**src/inc/shp_pkg.sv**
```systemverilog
// Package of constants and types for the host bus port
// How it works
// - Interrupt output follows any active internal source
// - Read strobe drives selected register onto bus
// - Write strobe stores bus data into register
// - Two high address bits select register; A1 also in 16-bit mode, A1/A0 also in 8-bit mode
// - Shared pins: lane 2/3 enables or A0/A1
// - Lane0/upper enable honoured only in 32/16 modes
// - 16-bit A0/UBE decode; both high prohibited
// - Strobes ignored unless chip select or DMA grant active
// - 32-bit lane mapping onto bytes, one enable per lane
// - One parity bit per byte lane
// - 16-bit uses parity 0,1; others undriven
// - DMA grant forces data FIFO register access
package shp_pkg;
  localparam int DATA_W = 32;
  localparam int LANES = 4;
  localparam int REG_SEL_W = 4;
  localparam int NUM_REGS = 16;
  localparam int SRC_W = 8;
  localparam logic [3:0] FIFO_REG_IDX = 4'h0;
  localparam logic [31:0] REG_RESET = 32'h0000_0000;
  localparam logic [1:0] MODE_8 = 2'h0;
  localparam logic [1:0] MODE_16 = 2'h1;
  localparam logic [1:0] MODE_32 = 2'h2;
  typedef enum logic [1:0] {
    SHP_IDLE = 2'b00,
    SHP_READ = 2'b01,
    SHP_WRITE = 2'b10
  } shp_state_t;
endpackage

```
**src/inc/shp_mem_if.sv**
```systemverilog
// Interface between port logic and register storage
`timescale 1ns/1ps
interface shp_mem_if;
  logic [3:0] addr;
  logic [3:0] wrLane;
  logic [31:0] wrData;
  logic [31:0] rdData;
  modport port (output addr, output wrLane, output wrData, input rdData);
  modport mem (input addr, input wrLane, input wrData, output rdData);
endinterface

```
**src/hw/shp_reg_mem.sv**
```systemverilog
// Register storage with registered read data
`timescale 1ns/1ps
module shp_reg_mem (
  // Clock and reset
  input wire logic sys_clk,
  input wire logic rst_b,
  // Access side
  shp_mem_if.mem bus
);
  typedef struct packed {
    logic [shp_pkg::NUM_REGS-1:0][31:0] regs;
    logic [31:0] rd;
  } shp_mem_st_t;
  shp_mem_st_t memReg;
  shp_mem_st_t memNext;
  always_comb begin
    memNext = memReg;
    for (int l = 0; l < shp_pkg::LANES; l++) begin
      if (bus.wrLane[l]) begin
        memNext.regs[bus.addr][l*8 +: 8] = bus.wrData[l*8 +: 8];
      end
    end
    memNext.rd = memReg.regs[bus.addr];
  end
  always_ff @(posedge sys_clk or negedge rst_b) begin
    if (!rst_b) begin
      memReg <= '0;
    end else begin
      memReg <= memNext;
    end
  end
  assign bus.rdData = memReg.rd;
endmodule

```
**src/hw/shp_parity.sv**
```systemverilog
// Odd parity per byte lane
`timescale 1ns/1ps
module shp_parity (
  // Data in
  input wire logic [31:0] data,
  // Parity out
  output logic [3:0] parity
);
  genvar g;
  generate
    for (g = 0; g < 4; g++) begin : gLane
      assign parity[g] = ~(^data[g*8 +: 8]);
    end
  endgenerate
endmodule

```
**src/hw/shp_host_port.sv**
```systemverilog
// Host bus port: strobes, lane decode, data drive and interrupt
`timescale 1ns/1ps
module shp_host_port (
  // Clock and reset
  input wire logic sys_clk,
  input wire logic rst_b,
  // Bus width straps
  input wire logic [1:0] busMode,
  // Host control
  input wire logic chipSel_b,
  input wire logic hostReadStrobe_b,
  input wire logic hostWriteStrobe_b,
  input wire logic dmaGrantInput_b,
  input wire logic [1:0] addrHigh,
  input wire logic addrBit0OrLane2Enable,
  input wire logic addrBit1OrLane3Enable,
  input wire logic lane1Enable_b,
  input wire logic lane0OrHighByteEnable_b,
  // Data and parity pins
  input wire logic [31:0] dataIn,
  input wire logic [3:0] laneParityIn,
  output logic [31:0] dataOut,
  output logic [3:0] dataOe,
  output logic [3:0] laneParityBitsOut,
  output logic [3:0] laneParityOe,
  // Internal events and interrupt
  input wire logic [shp_pkg::SRC_W-1:0] intSources,
  output logic intReq,
  output logic parityErr
);
  typedef struct packed {
    shp_pkg::shp_state_t state;
    logic [31:0] dOut;
    logic [3:0] dOe;
    logic [3:0] pOe;
    logic [3:0] par;
    logic intr;
    logic pErr;
  } shp_port_st_t;

  shp_port_st_t stReg;
  shp_port_st_t stNext;
  shp_mem_if memBus();
  logic [3:0] wrPar;
  logic [3:0] rdPar;
  logic [3:0] lanes;
  logic [1:0] lowAddr;
  logic selected;
  logic [31:0] rdShift;
  logic [31:0] wrShift;

  shp_reg_mem uMem (
    .sys_clk(sys_clk),
    .rst_b(rst_b),
    .bus(memBus.mem)
  );
  shp_parity uParW (
    .data(dataIn),
    .parity(wrPar)
  );
  shp_parity uParR (
    .data(rdShift),
    .parity(rdPar)
  );

  // Active lanes and low address by bus mode
  always_comb begin
    lanes = 4'h0;
    lowAddr = 2'h0;
    if (busMode == shp_pkg::MODE_32) begin
      lanes = {~addrBit1OrLane3Enable, ~addrBit0OrLane2Enable, ~lane1Enable_b,
               ~lane0OrHighByteEnable_b};
    end else if (busMode == shp_pkg::MODE_16) begin
      lowAddr = {addrBit1OrLane3Enable, 1'b0};
      if (!addrBit0OrLane2Enable && !lane0OrHighByteEnable_b) begin
        lanes = 4'h3;
      end else if (!addrBit0OrLane2Enable) begin
        lanes = 4'h1;
      end else if (!lane0OrHighByteEnable_b) begin
        lanes = 4'h2;
      end
    end else begin
      lowAddr = {addrBit1OrLane3Enable, addrBit0OrLane2Enable};
      lanes = 4'h1;
    end
  end

  // Chip select gates strobes; DMA grant overrides decode
  assign selected = !dmaGrantInput_b || !chipSel_b;
  always_comb begin
    if (!dmaGrantInput_b) begin
      memBus.addr = shp_pkg::FIFO_REG_IDX;
    end else begin
      memBus.addr = {addrHigh, lowAddr};
    end
  end

  // 8-bit mode copies the low data byte onto every lane; other modes pass data unchanged
  always_comb begin
    if (busMode == shp_pkg::MODE_8) begin
      wrShift = {4{dataIn[7:0]}};
    end else begin
      wrShift = dataIn;
    end
  end
  assign rdShift = memBus.rdData;
  assign memBus.wrData = wrShift;
  assign memBus.wrLane = (selected && !hostWriteStrobe_b && stReg.state != shp_pkg::SHP_WRITE)
                         ? lanes : 4'h0;

  always_comb begin
    stNext = stReg;
    stNext.intr = |intSources;
    stNext.pErr = 1'b0;
    case (stReg.state)
      shp_pkg::SHP_IDLE: begin
        stNext.dOe = 4'h0;
        stNext.pOe = 4'h0;
        if (selected && !hostReadStrobe_b) begin
          stNext.state = shp_pkg::SHP_READ;
        end else if (selected && !hostWriteStrobe_b) begin
          stNext.state = shp_pkg::SHP_WRITE;
          stNext.pErr = |((wrPar ^ laneParityIn) & lanes);
        end
      end
      shp_pkg::SHP_READ: begin
        stNext.dOut = rdShift;
        stNext.dOe = lanes;
        stNext.pOe = lanes;
        stNext.par = rdPar;
        if (!selected || hostReadStrobe_b) begin
          stNext.state = shp_pkg::SHP_IDLE;
          stNext.dOe = 4'h0;
          stNext.pOe = 4'h0;
        end
      end
      shp_pkg::SHP_WRITE: begin
        if (!selected || hostWriteStrobe_b) begin
          stNext.state = shp_pkg::SHP_IDLE;
        end
      end
      default: begin
        stNext.state = shp_pkg::SHP_IDLE;
      end
    endcase
  end

  always_ff @(posedge sys_clk or negedge rst_b) begin
    if (!rst_b) begin
      stReg <= '0;
    end else begin
      stReg <= stNext;
    end
  end

  assign dataOut = stReg.dOut;
  assign dataOe = stReg.dOe;
  assign laneParityBitsOut = stReg.par;
  assign laneParityOe = stReg.pOe;
  assign intReq = stReg.intr;
  assign parityErr = stReg.pErr;

  // Checks
  property p_int_follows;
    @(posedge sys_clk) disable iff (!rst_b) (|intSources) |=> intReq;
  endproperty
  a_int_follows: assert property (p_int_follows) else $error("irq missing");
  property p_no_drive_unsel;
    @(posedge sys_clk) disable iff (!rst_b)
      (chipSel_b && dmaGrantInput_b) |=> (dataOe == 4'h0);
  endproperty
  a_no_drive_unsel: assert property (p_no_drive_unsel) else $error("drive unselected");
  property p_no_write_unsel;
    @(posedge sys_clk) disable iff (!rst_b)
      (chipSel_b && dmaGrantInput_b) |-> (memBus.wrLane == 4'h0);
  endproperty
  a_no_write_unsel: assert property (p_no_write_unsel) else $error("write unselected");
  property p_dma_fifo;
    @(posedge sys_clk) disable iff (!rst_b)
      !dmaGrantInput_b |-> (memBus.addr == shp_pkg::FIFO_REG_IDX);
  endproperty
  a_dma_fifo: assert property (p_dma_fifo) else $error("dma not fifo");
  property p_p16_lanes;
    @(posedge sys_clk) disable iff (!rst_b)
      (busMode == shp_pkg::MODE_16) |-> (laneParityOe[3:2] == 2'b00);
  endproperty
  a_p16_lanes: assert property (p_p16_lanes) else $error("parity lane driven");
  property p_read_drive;
    @(posedge sys_clk) disable iff (!rst_b)
      (stReg.state == shp_pkg::SHP_READ && selected && !hostReadStrobe_b) |=> dataOe == $past(lanes);
  endproperty
  a_read_drive: assert property (p_read_drive) else $error("read lanes wrong");
  property p_write_lanes;
    @(posedge sys_clk) disable iff (!rst_b)
      (busMode == shp_pkg::MODE_16 && memBus.wrLane != 4'h0) |-> memBus.wrLane[3:2] == 2'b00;
  endproperty
  a_write_lanes: assert property (p_write_lanes) else $error("16-bit lane bad");
  property p_mode8_addr;
    @(posedge sys_clk) disable iff (!rst_b)
      (busMode == shp_pkg::MODE_8 && dmaGrantInput_b) |->
        memBus.addr == {addrHigh, addrBit1OrLane3Enable, addrBit0OrLane2Enable};
  endproperty
  a_mode8_addr: assert property (p_mode8_addr) else $error("addr decode bad");

  // Interrupt, address, data, lane, parity and drive checks
  property p_int_clear;
    @(posedge sys_clk) disable iff (!rst_b) !(|intSources) |=> !intReq;
  endproperty
  a_int_clear: assert property (p_int_clear) else $error("irq stuck");

  property p_read_data;
    @(posedge sys_clk) disable iff (!rst_b)
      (stReg.state == shp_pkg::SHP_READ && selected && !hostReadStrobe_b) |=>
        dataOut == $past(memBus.rdData);
  endproperty
  a_read_data: assert property (p_read_data) else $error("read data wrong");

  property p_write_once;
    @(posedge sys_clk) disable iff (!rst_b)
      (stReg.state == shp_pkg::SHP_WRITE) |-> (memBus.wrLane == 4'h0);
  endproperty
  a_write_once: assert property (p_write_once) else $error("second write");

  property p_addr_high;
    @(posedge sys_clk) disable iff (!rst_b)
      dmaGrantInput_b |-> (memBus.addr[3:2] == addrHigh);
  endproperty
  a_addr_high: assert property (p_addr_high) else $error("high address lost");

  property p_mode32_lanes;
    @(posedge sys_clk) disable iff (!rst_b)
      (busMode == shp_pkg::MODE_32 && selected && !hostWriteStrobe_b &&
        stReg.state == shp_pkg::SHP_IDLE) |->
        memBus.wrLane == ~{addrBit1OrLane3Enable, addrBit0OrLane2Enable, lane1Enable_b,
          lane0OrHighByteEnable_b};
  endproperty
  a_mode32_lanes: assert property (p_mode32_lanes) else $error("byte enables lost");

  property p_mode32_addr;
    @(posedge sys_clk) disable iff (!rst_b)
      (busMode == shp_pkg::MODE_32 && dmaGrantInput_b) |-> (memBus.addr[1:0] == 2'b00);
  endproperty
  a_mode32_addr: assert property (p_mode32_addr) else $error("wide addr bad");

  property p_mode8_lane;
    @(posedge sys_clk) disable iff (!rst_b)
      (busMode == shp_pkg::MODE_8 && memBus.wrLane != 4'h0) |-> (memBus.wrLane == 4'h1);
  endproperty
  a_mode8_lane: assert property (p_mode8_lane) else $error("narrow lane bad");

  property p_upper_read;
    @(posedge sys_clk) disable iff (!rst_b)
      (busMode == shp_pkg::MODE_16 && !lane0OrHighByteEnable_b && selected &&
        !hostReadStrobe_b && stReg.state == shp_pkg::SHP_READ) |=> dataOe[1];
  endproperty
  a_upper_read: assert property (p_upper_read) else $error("upper byte not driven");

  property p_wdata16;
    @(posedge sys_clk) disable iff (!rst_b)
      (busMode == shp_pkg::MODE_16) |-> (memBus.wrData[15:0] == dataIn[15:0]);
  endproperty
  a_wdata16: assert property (p_wdata16) else $error("halfword data moved");

  property p_idle_unsel;
    @(posedge sys_clk) disable iff (!rst_b)
      (stReg.state == shp_pkg::SHP_IDLE && !selected) |=>
        (stReg.state == shp_pkg::SHP_IDLE);
  endproperty
  a_idle_unsel: assert property (p_idle_unsel) else $error("access unselected");

  property p_wdata32;
    @(posedge sys_clk) disable iff (!rst_b)
      (busMode == shp_pkg::MODE_32) |-> (memBus.wrData == dataIn);
  endproperty
  a_wdata32: assert property (p_wdata32) else $error("word data moved");

  property p_perr_pulse;
    @(posedge sys_clk) disable iff (!rst_b) parityErr |=> !parityErr;
  endproperty
  a_perr_pulse: assert property (p_perr_pulse) else $error("parity flag stuck");

  // Parity is checked only where the lane is driven; idle lanes keep stale values
  genvar gp;
  generate
    for (gp = 0; gp < shp_pkg::LANES; gp++) begin : gParChk
      property p_lane_par;
        @(posedge sys_clk) disable iff (!rst_b)
          laneParityOe[gp] |-> (laneParityBitsOut[gp] == ~^dataOut[gp*8 +: 8]);
      endproperty
      a_lane_par: assert property (p_lane_par) else $error("lane parity wrong");
    end
  endgenerate

  property p_p8_lanes;
    @(posedge sys_clk) disable iff (!rst_b)
      (busMode == shp_pkg::MODE_8) |-> (laneParityOe[3:1] == 3'b000);
  endproperty
  a_p8_lanes: assert property (p_p8_lanes) else $error("narrow parity driven");

  property p_dma_read;
    @(posedge sys_clk) disable iff (!rst_b)
      (!dmaGrantInput_b && chipSel_b && !hostReadStrobe_b &&
        stReg.state == shp_pkg::SHP_IDLE) |=> (stReg.state == shp_pkg::SHP_READ);
  endproperty
  a_dma_read: assert property (p_dma_read) else $error("grant read lost");

  property p_oe_pair;
    @(posedge sys_clk) disable iff (!rst_b) laneParityOe == dataOe;
  endproperty
  a_oe_pair: assert property (p_oe_pair) else $error("parity drive split");

  property p_no_drive_write;
    @(posedge sys_clk) disable iff (!rst_b)
      (stReg.state == shp_pkg::SHP_WRITE) |-> (dataOe == 4'h0);
  endproperty
  a_no_drive_write: assert property (p_no_drive_write) else $error("drive in write");
endmodule

```
**config.mk**
```make
export PLATFORM = sky130hd
export DESIGN_NAME = shp_host_port
export DESIGN_NICKNAME = d
export VERILOG_FILES = /design/src/inc/shp_pkg.sv /design/src/inc/shp_mem_if.sv /design/src/hw/shp_reg_mem.sv /design/src/hw/shp_parity.sv /design/src/hw/shp_host_port.sv
export SDC_FILE = /design/constraint.sdc
export NUM_CORES = 1
export LEC_CHECK = 0
export ABC_AREA = 1
export BUFFER_PORTS_ARGS = -buffer_cell sky130_fd_sc_hd__clkbuf_2
export CAP_MARGIN = 10
export CORE_UTILIZATION = 30
export CTS_BUF_LIST = sky130_fd_sc_hd__clkbuf_4 sky130_fd_sc_hd__clkbuf_8
export CTS_CLUSTER_SIZE = 14
export DETAILED_ROUTE_END_ITERATION = 16
export GPL_TIMING_DRIVEN = 0
export SYNTH_ARGS = -nofsm -noshare
export SYNTH_HDL_FRONTEND = slang
export SYNTH_SLANG_ARGS = --single-unit
```
**constraint.sdc**
```tcl
create_clock -name sys_clk -period 2.2 [get_ports sys_clk]
set_clock_uncertainty 0.05 [all_clocks]
set_input_delay 0.33 -clock sys_clk [delete_from_list [all_inputs] [get_ports sys_clk]]
set_output_delay 0.33 -clock sys_clk [all_outputs]
set_load 0.005 [all_outputs]
```
# Word level (Yosys, flattened, before mapping)
# Index checks and enable logic that the tools add are counted.
[totals]
wordCells = 115
in_bits = 58
reg_bits = 592
output_inout_bits = 46
[op_classes]
eq_ne = 8
order_cmp = 2
bitwise_logic = 14
muxes = 38
reduce_logical = 29
[ops]
columns = ["cell", "count"]
rows = [
  ["bitwise mux 512 bit", 4],
  ["two-way mux 512 bit", 4],
  ["demux 32 bit (select 4 bit)", 4],
  ["binary-select mux 32 bit (select 4 bit)", 1],
  ["two-way mux 32 bit", 3],
  ["parity 8 bit", 8],
  ["two-way mux 24 bit", 1],
  ["two-way mux 16 bit", 1],
  ["two-way mux 2 bit", 8],
  ["two-way mux 4 bit", 4],
  ["two-way mux 8 bit", 2],
  ["one-hot mux 8 bit (2 select lines)", 1],
  ["NOT 1 bit", 12],
  ["OR reduction 8 bit", 1],
  ["zero test 1 bit", 7],
  ["inequality test 2 bit, second input constant", 3],
  ["one-hot mux 2 bit (3 select lines)", 1],
  ["logical AND 1 bit", 5],
  ["< comparator 4 x 5 -> 1 bit, second input constant", 1],
  ["AND 4 bit", 1],
  ["equality test 2 x 1 -> 1 bit, second input constant", 2],
  ["equality test 2 bit, second input constant", 2],
  ["greater-or-equal comparator 4 x 1 -> 1 bit, second input constant", 1],
  ["zero test 2 bit", 2],
  ["other kinds (7)", 12],
]

# Logic depth before layout (Yosys ltp)
[depth]
word_depth = 16
mapped_depth = 14

# Cells and area by module
# A second synthesis with hierarchy kept.
[hier_totals]
cells_unflattened = 4007
hier_area_um2 = 28741.3
[by_module_without_submodules]
columns = ["module", "area_per_inst_um2", "instances", "cells_per_inst"]
rows = [
  ["shp_reg_mem", 25057.8, 1, 3369],
  ["shp_host_port", 2522.4, 1, 342],
  ["shp_parity", 580.6, 2, 148],
]

# Worst setup path before layout
# No wires, ideal clock.
[synth_path]
kind = "in2reg"
startpoint = "input busMode[1]"
endpoint = "register uMem.memReg (netlist bit uMem.bus.rdData[20])"
setup_time_ns = 0.119
path_slack_ns = 0.465
t_arrival_ns = 1.566
required_time_ns = 2.031
path_buffers = 2
stages = 13
cell_sequence = "inv_2 -> a21oi_2 -> nand2_8 -> nand3_4 -> inv_4 -> buf_6 -> buf_2 -> nand2_1 -> nand2_1 -> nor2_1 -> nor2_1 -> nor2_1 -> nand2_1"
[synth_rtl]
columns = ["element", "line", "source"]
rows = [
  ["start: declaration", "shp_host_port.sv:8", "input wire logic [1:0] busMode,"],
  ["end signal: assignment", "shp_reg_mem.sv:29", "memReg <= memNext;"],
  ["end: declaration", "shp_reg_mem.sv:14", "shp_mem_st_t memReg;"],
]

# Final worst setup path
[layout_path]
startpoint = "register stReg[47] (netlist name)"
endpoint = "register uMem.memReg[317] (netlist name)"
[layout_via]
elab_chain_cells = 10
[layout_lines]
columns = ["element", "line", "source"]
rows = [
  ["start: declaration", "shp_host_port.sv:41", "shp_port_st_t stReg;"],
  ["start signal: assignment", "shp_host_port.sv:152", "stReg <= stNext;"],
  ["inequality test 2 bit *", "shp_host_port.sv:108", "assign memBus.wrLane = (selected && !hostWriteStrobe_b && stReg.state != shp_pkg::SHP_WRITE)"],
  ["logical AND 1 bit *", "shp_host_port.sv:108", ""],
  ["two-way mux 4 bit *", "shp_host_port.sv:109", "? lanes : 4'h0;"],
  ["two-way mux 512 bit", "shp_reg_mem.sv:19", "if (bus.wrLane[l]) begin"],
  ["bitwise mux 512 bit", "shp_reg_mem.sv:20", "memNext.regs[bus.addr][l*8 +: 8] = bus.wrData[l*8 +: 8];"],
  ["two-way mux 512 bit", "shp_reg_mem.sv:19", ""],
  ["bitwise mux 512 bit", "shp_reg_mem.sv:20", ""],
  ["two-way mux 512 bit", "shp_reg_mem.sv:19", ""],
  ["bitwise mux 512 bit", "shp_reg_mem.sv:20", ""],
  ["two-way mux 512 bit *", "shp_reg_mem.sv:19", ""],
]
# Every way passes the cells marked *; elsewhere a longest branch is shown, timed or not.
# A chain may end at the register's enable or synchronous reset.

==> results.json <==
{
  "initial_antenna_violation_count": 11,
  "tritoncts_clock_tree": "done",
  "maximum_vdd_drop_mv": 0.462,
  "area_growth_syn_to_layout_pct": 17.8,
  "ys_top_cells_by_area": "sky130_fd_sc_hd__dfrtp_1, sky130_fd_sc_hd__nand2_1, sky130_fd_sc_hd__o21ai_0",
  "grt_start_max_net_pins": 109,
  "worstPathMaxFanout": 10,
  "total_wirelength_of_the_detailed_routed_design_mm": 75.3,
  "synth_top_cell_area_share_pct": 58.0,
  "final_core_utilization_pct": 35.7,
  "whs_ns": -0.345,
  "dp_slack_ns": -0.481,
  "cts_sinks": 588,
  "globalRoute.totalOverflow": 0,
  "die-area_um2": 85700,
  "final.period_utilization_pct": 93.3,
  "first_pass_iters": 5,
  "clockBufferDepth": 3,
  "detail_route.vias_per_cell": 4.42,
  "wl_per_cell_um": 16.7,
  "drive_above_1_share_pct": 13.6,
  "synth_area_um2": 25300,
  "first_global_vias": 19400,
  "synth_fp_nets": 3139,
  "synthCells": 3081,
  "design_area_um2": 29800,
  "worstMarginPinSlew_ns": 1.03,
  "drt-initial-drc-count": 1892,
  "die_extent_in_x_um": 293,
  "dpl.hpwl_mm": 54.9,
  "type_of_origin_of_the_critical_path": "flip-flop",
  "initial_core_util_pct": 30.3,
  "worst_ep_arrival_time_ns": 2.63,
  "source_to_sink_clock_delay_at_the_later_pin_of_the_worst_skew_pair_ns": 0.73,
  "clock_tree.htree_level_count": 3,
  "drc": 0,
  "synth.yosys.warnings": 0,
  "run_status": "finished, violations left",
  "cts_buffers": 99,
  "maxSlewViolCount": 0,
  "required_time_of_the_critical_path_ns": 2.78,
  "finalWeightedCongestion": 0.889,
  "failed_checks": "negative hold slack",
  "ys_seq_elements": 588,
  "finalHoldViolations": 82,
  "placementRows": 106,
  "holdCritPathClass": "in2async",
  "fp.dieH_um": 293,
  "power.density_cell_area_nw_per_um2": 905,
  "cts_root_buf": "sky130_fd_sc_hd__clkbuf_8",
  "final_critical_path_setup_slack_ns": 0.147,
  "grt_first_pass_wirelength_mm": 116,
  "critical_path_class": "reg2reg",
  "ios": 104,
  "worstSetupEndpointType": "flip-flop",
  "num-nets-final": 3357,
  "finalSetupTns_ns": 0,
  "setup_repair_after_global_routing_missed_its_margin": "no",
  "synth_seq_area_share_pct": 58.0,
  "syn_avg_cell_area_um2": 8.23,
  "synth_top_cell_by_area": "sky130_fd_sc_hd__dfrtp_1",
  "grt_usage_pct": 18.0,
  "dr_total_vias": 19900,
  "synthDistinctLibCells": 32,
  "numPortBuffers": 103,
  "total_leakage_power_nw": 15.0,
  "max_clock_freq_ghz": 0.487,
  "fin_crit_ns": 2.05,
  "total_instance_count_after_detailed_placement": 4323,
  "setup_violations": 0,
  "route.antenna.remaining_nets": 0,
  "cap_viol_max_count": 0,
  "final_cell_count_no_fill": 4515,
  "core-area_um2": 83700,
  "dpl_cell_area_um2": 27400,
  "design_power_total_mw": 27.0,
  "cts_hold_buffers": 10,
  "cts.clk_slew.worst_paths_ns": 0.06,
  "max-slew-margin-rel_pct": 31.0
}
==> synth_stat cells (all sizes together) <==
cell type	count
dfrtp	588
nand3b	2
o22ai	2
xor2	8
nand4	1
nand3	26
xnor2	31
nor2	372
buf	115
nor3	4
clkbuf	302
o21ai	378
nand2	1049
nor4	2
a32o	2
a21oi	13
inv	186
==> repair_timing <==
| item | 4_1_cts | 5_1_grt |
|---|---|---|
| resized for setup | 9 | 24 |
| hold endpoints to repair | 95 | 82 |
| pin swaps | 0 | 2 |
| endpoints found under the setup margin | 246 | 251 |
| setup buffers | 0 | 1 |
==> cells by family (layout without fill, tap and decap cells) <==
group           after synthesis  in the layout  share of synthesized area (%)
simple gates               1456           1456                           22.7
buf+inv                     603            901                           9.98
flops                       588            588                           58.0
compound gates              395            395                           7.89
xor+xnor                     39             39                           1.35
other cells                   0              2                              0
==> worst paths after layout <==
path,depth (start not counted),end,start,slack (ns)
min in group sys_clk,3,uMem.memReg[189],dataIn[29],0.06
hold reg to reg,1,uMem.memReg[286],uMem.memReg[286],0.40
setup reg to reg,8,uMem.memReg[317],stReg[47],0.15
hold / removal,1,uMem.memReg[481],rst_b,-0.35
setup / recovery,8,uMem.memReg[317],stReg[47],0.15
max in group asynchronous,4,uMem.memReg[335],rst_b,0.63
==> critical path, cell delays in order (launching register included) <==
cell and delay [ns]:
sky130_fd_sc_hd__dfrtp_1 0.46, sky130_fd_sc_hd__inv_1 0.14, sky130_fd_sc_hd__o21ai_4 0.11, sky130_fd_sc_hd__nor2_1 0.35, sky130_fd_sc_hd__inv_1 0.17, sky130_fd_sc_hd__nor2_4 0.26
sky130_fd_sc_hd__buf_2 0.25, sky130_fd_sc_hd__nand2_1 0.07, sky130_fd_sc_hd__o21ai_0 0.08
==> final cells by class <==
class,instances,area [um^2]
clock inverters,26,290
clock buffers,155,1910
well taps,1134,1420
diodes,2,5.00
flip-flops and latches,588,14700
fillers,8692,53800
plain buffers,415,1830
repair buffers,119,769
inverters,186,701
multi-input cells,1890,8210
==> flip-flops by register name (all words and copies together) (netlist names) <==
name and flops:
uMem.bus.rdData 32, intReq 1, stReg 2, uMem.memReg 512, dataOut 32, dataOe 4, laneParityBitsOut 4, parityErr 1
==> power breakdown <==
| part | internal (mW) | leakage (nW) | switching [mW] |
|---|---|---|---|
| Sequential | 11.9 | 7.63 | 0.492 |
| Clock | 6.06 | 1.18 | 4.67 |
| Combinational | 1.46 | 6.20 | 2.47 |
==> per-layer routing <==
layer  track usage [%]  vias up  routed length, um
li1                  -     9676                  -
met1              24.1     9505              33300
met2              28.2      609              33900
met3              4.43      129               6010
met4              6.38       18               1910
met5                 0        -                110
==> cells in the final DEF, fill, tap and decap left out, drive strengths merged <==
| cell type | n |
|---|---|
| xor2 | 8 |
| xnor2 | 31 |
| o21ai | 378 |
| diode | 2 |
| inv | 191 |
| a32o | 2 |
| dfrtp | 588 |
| clkbuf | 558 |
| buf | 121 |
| bufinv | 4 |
| nand3b | 2 |
| nand4 | 1 |
| nor3 | 4 |
| nor4 | 2 |
| clkinv | 16 |
| nor2 | 372 |
| clkinvlp | 1 |
| nand3 | 26 |
| a21oi | 13 |
| nand2 | 1049 |
| dlygate4sd3 | 10 |
| o22ai | 2 |
Note: power is estimated with default switching activity, not from simulation.
